<file path="config.mk">
export PLATFORM = sky130hd
export DESIGN_NAME = acc_alu_core
export DESIGN_NICKNAME = d
export VERILOG_FILES = /design/src/design/acc_alu_pkg.sv /design/src/design/acc_alu_core.sv
export SDC_FILE = /design/constraint.sdc
export NUM_CORES = 1
export LEC_CHECK = 0
export BUFFER_PORTS_ARGS = -buffer_cell sky130_fd_sc_hd__buf_4
export CAP_MARGIN = 40
export CORE_ASPECT_RATIO = 0.8
export CORE_UTILIZATION = 62
export CTS_BUF_LIST = sky130_fd_sc_hd__clkbuf_4
export DETAILED_ROUTE_END_ITERATION = 10
export GPL_ROUTABILITY_DRIVEN = 0
export MAX_ROUTING_LAYER = met4
export PLACE_DENSITY_LB_ADDON = 0.05
export SYNTH_ARGS = -nofsm -noshare
export SYNTH_HDL_FRONTEND = slang
export SYNTH_SLANG_ARGS = --single-unit
</file>
<file path="constraint.sdc">
create_clock -name sys_clk -period 5.8 [get_ports sys_clk]
set_input_delay 0.87 -clock sys_clk [delete_from_list [all_inputs] [get_ports sys_clk]]
set_output_delay 0.87 -clock sys_clk [all_outputs]
set_load 0.02 [all_outputs]
</file>
<file path="src/design/acc_alu_pkg.sv">
// Constants for the accumulator ALU datapath: widths, phases, opcodes,
// special register addresses and flag positions.
// Assumes one 40 MHz clock and synchronous active-high reset.
package acc_alu_pkg;
	localparam int INSTR_W = 14;
	localparam int PC_W    = 11;
	localparam int DATA_W  = 8;
	localparam int ADDR_W  = 7;

	// Instruction cycle of four phases, Gray order
	typedef enum logic [1:0] {
		PH_ONE   = 2'h0,
		PH_TWO   = 2'h1,
		PH_THREE = 2'h3,
		PH_FOUR  = 2'h2
	} phase_t;

	// Instruction classes, bits 13:12
	localparam logic [1:0] CLS_BYTE = 2'h0;
	localparam logic [1:0] CLS_JUMP = 2'h2;
	localparam logic [1:0] CLS_LIT  = 2'h3;

	// Byte-oriented operations, bits 11:8
	localparam logic [3:0] OP_STORE = 4'h0;
	localparam logic [3:0] OP_CLR   = 4'h1;
	localparam logic [3:0] OP_SUB   = 4'h2;
	localparam logic [3:0] OP_DEC   = 4'h3;
	localparam logic [3:0] OP_IOR   = 4'h4;
	localparam logic [3:0] OP_AND   = 4'h5;
	localparam logic [3:0] OP_XOR   = 4'h6;
	localparam logic [3:0] OP_ADD   = 4'h7;
	localparam logic [3:0] OP_MOV   = 4'h8;
	localparam logic [3:0] OP_COM   = 4'h9;
	localparam logic [3:0] OP_INC   = 4'hA;
	localparam logic [3:0] OP_RRC   = 4'hC;
	localparam logic [3:0] OP_RLC   = 4'hD;
	localparam logic [3:0] OP_SWAP  = 4'hE;

	// Literal operations, bits 11:8 (upper bits decide)
	localparam logic [3:0] LOP_IOR = 4'h8;
	localparam logic [3:0] LOP_AND = 4'h9;
	localparam logic [3:0] LOP_XOR = 4'hA;

	localparam logic [13:0] NOP_WORD = 14'h0000;

	// Register-file addresses of the mapped special registers
	localparam logic [6:0] ADR_INDIRECT = 7'h00;
	localparam logic [6:0] ADR_PC_LOW   = 7'h02;
	localparam logic [6:0] ADR_FLAGS    = 7'h03;
	localparam logic [6:0] ADR_POINTER  = 7'h04;

	// Flag bit positions in the flags register
	localparam int FLG_CARRY  = 0;
	localparam int FLG_NIBBLE = 1;
	localparam int FLG_ZERO   = 2;

	localparam logic [10:0] PC_RESET = 11'h000;
	localparam logic [7:0]  BYTE_ZERO = 8'h00;
endpackage

</file>
<file path="src/design/acc_alu_core.sv">
// Accumulator ALU datapath with two-stage fetch/execute pipeline.
// Assumes program memory and register-file memory on separate ports,
// both clocked by sys_clk, read data valid two cycles after the address.
`timescale 1ns/1ps
`default_nettype none
module acc_alu_core
	import acc_alu_pkg::*;
(
	input  wire logic               sys_clk,    // 40 MHz clock
	input  wire logic               rst,        // Synchronous reset
	output logic      [PC_W-1:0]    prog_addr,  // Program memory address
	input  wire logic [INSTR_W-1:0] prog_data,  // Fetched instruction word
	output logic      [ADDR_W-1:0]  data_addr,  // Register-file address
	input  wire logic [DATA_W-1:0]  data_rdata, // Register-file read data
	output logic      [DATA_W-1:0]  data_wdata, // Register-file write data
	output logic                    data_we     // Register-file write strobe
);
	phase_t              phase_ff;
	logic [PC_W-1:0]     pc_ff;
	logic [PC_W-1:0]     prog_addr_ff;
	logic [INSTR_W-1:0]  ir_ff;
	logic [DATA_W-1:0]   acc_ff;
	logic [DATA_W-1:0]   rd_ff;
	logic [ADDR_W-1:0]   ptr_ff;
	logic [ADDR_W-1:0]   data_addr_ff;
	logic [DATA_W-1:0]   data_wdata_ff;
	logic                data_we_ff;
	logic                c_ff;
	logic                nc_ff;
	logic                z_ff;
	logic [ADDR_W-1:0]   eff_addr;
	logic [DATA_W-1:0]   f_val;
	logic [DATA_W-1:0]   op_a;
	logic [DATA_W-1:0]   op_b;
	logic [DATA_W-1:0]   result;
	logic [8:0]          sum9;
	logic [4:0]          nib5;
	logic                is_arith;
	logic                is_sub;
	logic                upd_c;
	logic                upd_nc;
	logic                upd_z;
	logic                nxt_c;
	logic                dest_w;
	logic                dest_f;
	logic                branch;
	logic [PC_W-1:0]     target;
	logic                exec;
	assign exec = (phase_ff == PH_FOUR);
	// Phase sequencer
	always_ff @(posedge sys_clk) begin
		if (rst) begin
			phase_ff <= PH_ONE;
		end else begin
			case (phase_ff)
				PH_ONE:   phase_ff <= PH_TWO;
				PH_TWO:   phase_ff <= PH_THREE;
				PH_THREE: phase_ff <= PH_FOUR;
				PH_FOUR:  phase_ff <= PH_ONE;
				default:  phase_ff <= PH_ONE;
			endcase
		end
	end
	// Indirect slot goes through the pointer register
	assign eff_addr = (ir_ff[6:0] == ADR_INDIRECT) ? ptr_ff : ir_ff[6:0];
	// Program counter and fetch
	always_ff @(posedge sys_clk) begin
		if (rst) begin
			pc_ff        <= PC_RESET;
			prog_addr_ff <= PC_RESET;
		end else if (phase_ff == PH_ONE) begin
			prog_addr_ff <= pc_ff;
			pc_ff        <= pc_ff + 11'h001;
		end else if (exec && branch) begin
			pc_ff <= target;
		end
	end
	// Instruction register; prefetch overlaps execution
	always_ff @(posedge sys_clk) begin
		if (rst) begin
			ir_ff <= NOP_WORD;
		end else if (exec) begin
			ir_ff <= branch ? NOP_WORD : prog_data;
		end
	end
	// Operand read, special registers served from inside
	always_ff @(posedge sys_clk) begin
		if (rst) begin
			data_addr_ff <= 7'h00;
			rd_ff        <= BYTE_ZERO;
		end else if (phase_ff == PH_ONE) begin
			data_addr_ff <= eff_addr;
		end else if (phase_ff == PH_THREE) begin
			case (data_addr_ff)
				ADR_PC_LOW:  rd_ff <= pc_ff[7:0];
				ADR_FLAGS:   rd_ff <= {5'h00, z_ff, nc_ff, c_ff};
				ADR_POINTER: rd_ff <= {1'b0, ptr_ff};
				default:     rd_ff <= data_rdata;
			endcase
		end
	end
	assign f_val = rd_ff;
	// Decode and ALU
	always_comb begin
		op_a     = f_val;
		op_b     = acc_ff;
		result   = BYTE_ZERO;
		is_arith = 1'b0;
		is_sub   = 1'b0;
		upd_c    = 1'b0;
		upd_nc   = 1'b0;
		upd_z    = 1'b0;
		nxt_c    = c_ff;
		dest_w   = 1'b0;
		dest_f   = 1'b0;
		branch   = 1'b0;
		target   = ir_ff[10:0];
		case (ir_ff[13:12])
			CLS_BYTE: begin
				dest_w = ~ir_ff[7];
				dest_f = ir_ff[7];
				upd_z  = 1'b1;
				case (ir_ff[11:8])
					OP_STORE: begin
						result = acc_ff;
						dest_w = 1'b0;
						upd_z  = 1'b0;
					end
					OP_CLR:  result = BYTE_ZERO;
					OP_SUB: begin
						is_arith = 1'b1;
						is_sub   = 1'b1;
					end
					OP_DEC:  result = f_val - 8'h01;
					OP_IOR:  result = f_val | acc_ff;
					OP_AND:  result = f_val & acc_ff;
					OP_XOR:  result = f_val ^ acc_ff;
					OP_ADD:  is_arith = 1'b1;
					OP_MOV:  result = f_val;
					OP_COM:  result = ~f_val;
					OP_INC:  result = f_val + 8'h01;
					OP_RRC: begin
						result = {c_ff, f_val[7:1]};
						nxt_c  = f_val[0];
						upd_c  = 1'b1;
						upd_z  = 1'b0;
					end
					OP_RLC: begin
						result = {f_val[6:0], c_ff};
						nxt_c  = f_val[7];
						upd_c  = 1'b1;
						upd_z  = 1'b0;
					end
					OP_SWAP: begin
						result = {f_val[3:0], f_val[7:4]};
						upd_z  = 1'b0;
					end
					default: begin
						dest_w = 1'b0;
						dest_f = 1'b0;
						upd_z  = 1'b0;
					end
				endcase
			end
			CLS_LIT: begin
				op_a   = ir_ff[7:0];
				dest_w = 1'b1;
				upd_z  = 1'b1;
				if (ir_ff[11:10] == 2'h0) begin
					result = ir_ff[7:0];
					upd_z  = 1'b0;
				end else if (ir_ff[11:10] == 2'h3) begin
					is_arith = 1'b1;
					is_sub   = ~ir_ff[9];
				end else begin
					case (ir_ff[11:8])
						LOP_IOR: result = ir_ff[7:0] | acc_ff;
						LOP_AND: result = ir_ff[7:0] & acc_ff;
						LOP_XOR: result = ir_ff[7:0] ^ acc_ff;
						default: begin
							dest_w = 1'b0;
							upd_z  = 1'b0;
						end
					endcase
				end
			end
			CLS_JUMP: branch = ir_ff[11];
			default: ;
		endcase
		// Subtract as a + ~b + 1 so carries read as no-borrow
		sum9 = {1'b0, op_a} + {1'b0, (is_sub ? ~op_b : op_b)} + {8'h00, is_sub};
		nib5 = {1'b0, op_a[3:0]} + {1'b0, (is_sub ? ~op_b[3:0] : op_b[3:0])}
			+ {4'h0, is_sub};
		if (is_arith) begin
			result = sum9[7:0];
			nxt_c  = sum9[8];
			upd_c  = 1'b1;
			upd_nc = 1'b1;
		end
	end
	// Accumulator, pointer and flags
	always_ff @(posedge sys_clk) begin
		if (rst) begin
			acc_ff <= BYTE_ZERO;
			ptr_ff <= 7'h00;
			c_ff   <= 1'b0;
			nc_ff  <= 1'b0;
			z_ff   <= 1'b0;
		end else if (exec) begin
			if (dest_w) begin
				acc_ff <= result;
			end
			if (dest_f && eff_addr == ADR_POINTER) begin
				ptr_ff <= result[6:0];
			end
			if (dest_f && eff_addr == ADR_FLAGS) begin
				c_ff  <= result[FLG_CARRY];
				nc_ff <= result[FLG_NIBBLE];
				z_ff  <= result[FLG_ZERO];
			end
			// Flag updates win over a direct write
			if (upd_c) begin
				c_ff <= nxt_c;
			end
			if (upd_nc) begin
				nc_ff <= nib5[4];
			end
			if (upd_z) begin
				z_ff <= (result == BYTE_ZERO);
			end
		end
	end
	// Writes to ordinary file locations go out on the data bus
	always_ff @(posedge sys_clk) begin
		if (rst) begin
			data_we_ff    <= 1'b0;
			data_wdata_ff <= BYTE_ZERO;
		end else begin
			data_we_ff <= exec && dest_f && eff_addr != ADR_PC_LOW
				&& eff_addr != ADR_FLAGS && eff_addr != ADR_POINTER;
			if (exec && dest_f) begin
				data_wdata_ff <= result;
			end
		end
	end
	assign prog_addr  = prog_addr_ff;
	assign data_addr  = data_addr_ff;
	assign data_wdata = data_wdata_ff;
	assign data_we    = data_we_ff;
endmodule // acc_alu_core
`default_nettype wire

</file>
==> results.tsv <==
stage	metric	value	unit
outcome	outcome	finished, final reports clean	
floorplan	core area	0.00965	mm2
synth	Syn Area/Cell	7.76	um2
synth	Post-synth EDFFs	0	
detailed_routing	DRT iter0 DRCs	844	
critical_path	crit path kind	register to register	
critical_path	cell family contributing the most delay on the critical path	compound AO/OA/AOI/OAI gates	
clock_tree	Sink Count	80	
placement	hpwl dp	13900	um
timing	final worst path period share	0.785	
timing	RSZ-0062 raised after global routing	no	
timing	setup TNS	0	ns
critical_path	critical path arrival	4.91	ns
detailed_routing	First-pass DRT Iterations	8	
critical_path	r2r setup slk	1.25	ns
synth	Syn. warnings	0	
finish	ratio of cells with drive above 1 in the final layout	0.112	
clock_tree	H-tree depth	3	
floorplan	I/O pin count	51	
finish	Filler cells	826	
critical_path	CP Launch Type	register	
global_routing	pin count of the biggest net entering global routing	78	
synth	Yosys reg bits	80	
floorplan	Die Span Y	91.0	um
detailed_routing	DRC Markers	0	
timing	Tmin final	4.55	ns
floorplan	FP Rows	32	
flow_run	MaxCap Viol Count	0	
critical_path	CP cell instances	clkinv_1 > and3_1 > inv_1 > ha_1 > a211oi_1 > o21bai_1 > a2111oi_0 > nor3_1 > nand3b_1 > a221oi_1 > nand2_1 > a21oi_1	
floorplan	full die area	0.0103	mm2
timing	max-slew violations	0	
synth	Seq/Total Area, Yosys	0.261	
synth	ys async rst share	0	
detailed_routing	Vias	6313	
timing	clock skew	0.0233	ns
detailed_routing	routed wire length	19000	um
clock_tree	clock latency on the worst-skew pair	0.44	ns
critical_path	CP endpoint kind	register	
timing	PnR worst setup slack	1.25	ns
pwr	worst ir drop on vdd	0.000141	V
placement	DP Worst Slack	1.56	ns
timing	setup violators final	0	
critical_path	Crit-path slowest cell	dfxtp_1	
clock_tree	clock slew at reported path FFs	0.13	ns
detailed_routing	number of vias per cell	6.69	
finish	Layout area overhead	7.27	%
clock_tree	clock root buffer	clkbuf_4	
synth	Synth cell types	82	
finish	# nets final	877	
clock_tree	cts repair resizes	0	
hold_path	min-delay worst type	register to register	
global_routing	vias in the first global route	5759	
timing	Rel. slew slack	0.407	
timing	Max Freq	220	MHz
clock_tree	CTS tree	yes	
synth	most used flip-flop cell after synthesis	dfxtp_1	
placement	# port buffers	50	
detailed_routing	Final ANT Viol Nets	0	
global_routing	GRT Resource Usage Total	0.385	
timing	final hold vios	0	
clock_tree	Bufs on Longest Clock Path	2	
synth	Syn Inst Count	792	
detailed_routing	DR WL/cell	20.1	um
clock_tree	CTS buffer count	9	
critical_path	Buffers & Inverters on Critical Path	2	
global_routing	initial antenna violation count	0	
global_routing	first-pass GRT wire length	30000	um
timing	hold_ws	0.464	ns
timing	Slew @ Worst Pin	0.881	ns
pwr	P per Cell Area	179	mW/mm2
critical_path	required time of the critical path	6.15	ns
synth	Post-Syn Area	0.00614	mm2
floorplan	Initial Utilization	0.637	
critical_path	worst-path maximum fanout	22	
global_routing	gr ovfl total	0	
synth	net count after synthesis	867	
finish	total inserted antenna cells	0	
clock_tree	Post-CTS Hold Fix Bufs	0	
pwr	leak pwr	0.00254	uW
critical_path	max incr delay on CP	0.85	ns
floorplan	die width	113	um
clock_tree	Post-CTS Setup Inserts	0	
-- final timing paths --
path / start / end / cells after the start
worst max-delay path: ir_ff[10]$_SDFFE_PP0P_ / data_wdata[7]$_SDFFE_PP0P_ / 12
worst min-delay path: data_wdata[2]$_SDFFE_PP0P_ / data_wdata[2]$_SDFFE_PP0P_ / 2
worst max register to register: ir_ff[10]$_SDFFE_PP0P_ / data_wdata[7]$_SDFFE_PP0P_ / 12
worst min register to register: data_wdata[2]$_SDFFE_PP0P_ / data_wdata[2]$_SDFFE_PP0P_ / 2
-- metal layers --
| metal | part of all wire | vias up | GRT usage |
|---|---|---|---|
| met3 | 0.13 | 77 | 0.0921 |
| met1 | 0.42 | 2923 | 0.527 |
| met4 | 0.030 | 0 | 0.130 |
| met2 | 0.42 | 405 | 0.551 |
| met5 | 0 | - | - |
| li1 | - | 2908 | - |
-- layout by cell type (no fill, tap or decap), types with 13 or more instances in the layout --
cell / count
a211oi_1: 22
a21oi_1: 56
a22oi_1: 20
a31oi_1: 13
buf_4: 56
dfxtp_1: 79
ha_1: 49
inv_1: 36
mux2i_1: 27
nand2_1: 74
nand2b_1: 14
nor2_1: 98
nor2b_1: 14
o21ai_0: 52
xnor2_1: 14
-- power breakdown --
group / switching (uW) / leakage [uW] / internal, uW
clock network: 206 / 0.0000746 / 138
logic: 148 / 0.00182 / 91.1
registers: 32.0 / 0.000650 / 565
-- layout make-up --
type	count	area (um2)	share of cell area
clock buffers	10	75.1	0.0114
clock inverters	6	67.6	0.0103
inverters	37	139	0.0211
multi-input cells	618	4120	0.624
flip-flops and latches	80	1600	0.243
well taps	136	170	0.0258
repair buffers	56	420	0.0638
-- stage by stage --
step | instance area, um2 | utilization | total power [uW] | instances
floorplan | 6140 | - | 768 | 792
global placement | 6440 | 0.667 | 830 | 926
detailed placement | 6450 | 0.668 | 837 | 927
CTS | 6590 | 0.683 | 1170 | 943
global route | 6590 | 0.683 | 1230 | 943
finish | 6590 | 0.683 | 1180 | 943
-- sequential cells by signal, summed over array words and instances (netlist names) --
| signal | count |
|---|---|
| acc_ff | 8 |
| c_ff | 1 |
| data_addr | 7 |
| data_wdata | 8 |
| data_we | 1 |
| f_val | 8 |
| ir_ff | 14 |
| nc_ff | 1 |
| pc_ff | 11 |
| phase_ff | 2 |
| prog_addr | 11 |
| ptr_ff | 7 |
| z_ff | 1 |
-- cell families (layout without fill, tap and decap cells) --
kind of cell               Yosys count  in the layout  synth area share
muxes                               30             30            0.0495
AOI/OAI and AO/OA                  243            243             0.268
and+or+nand+nor                    274            274             0.217
xor gates and xnor gates            20             20            0.0285
adders and majority gates           51             51             0.106
buffers and inverters               94            109            0.0694
DFF                                 80             80             0.261
-- cell usage after synthesis (6+ instances only) --
library cell,count,area (um2)
nor2_1,98,368
dfxtp_1,80,1600
nand2_1,74,278
a21oi_1,56,280
o21ai_0,52,260
ha_1,49,613
inv_1,36,135
clkbuf_1,31,116
mux2i_1,27,270
a211oi_1,22,165
a22oi_1,20,150
nand2b_1,14,87.6
nor2b_1,14,87.6
xnor2_1,14,123
a31oi_1,13,81.3
buf_2,11,55.1
nor3_1,10,50.1
a221oi_1,9,78.8
nand3_1,9,45.0
and3_1,8,50.1
o211ai_1,8,60.1
a2111oi_0,7,61.3
a222oi_1,6,60.1
and2_1,6,37.5
xor2_1,6,52.6
-- worst register-to-register path: cells and delay by family (launching register included) --
| family | cells | cell delay [ns] |
|---|---|---|
| flops | 1 | 0.85 |
| simple gates | 4 | 0.83 |
| fa+ha+maj | 1 | 0.28 |
| compound gates | 5 | 1.81 |
| buf+inv | 2 | 0.72 |
(Power assumes the default switching activity.)
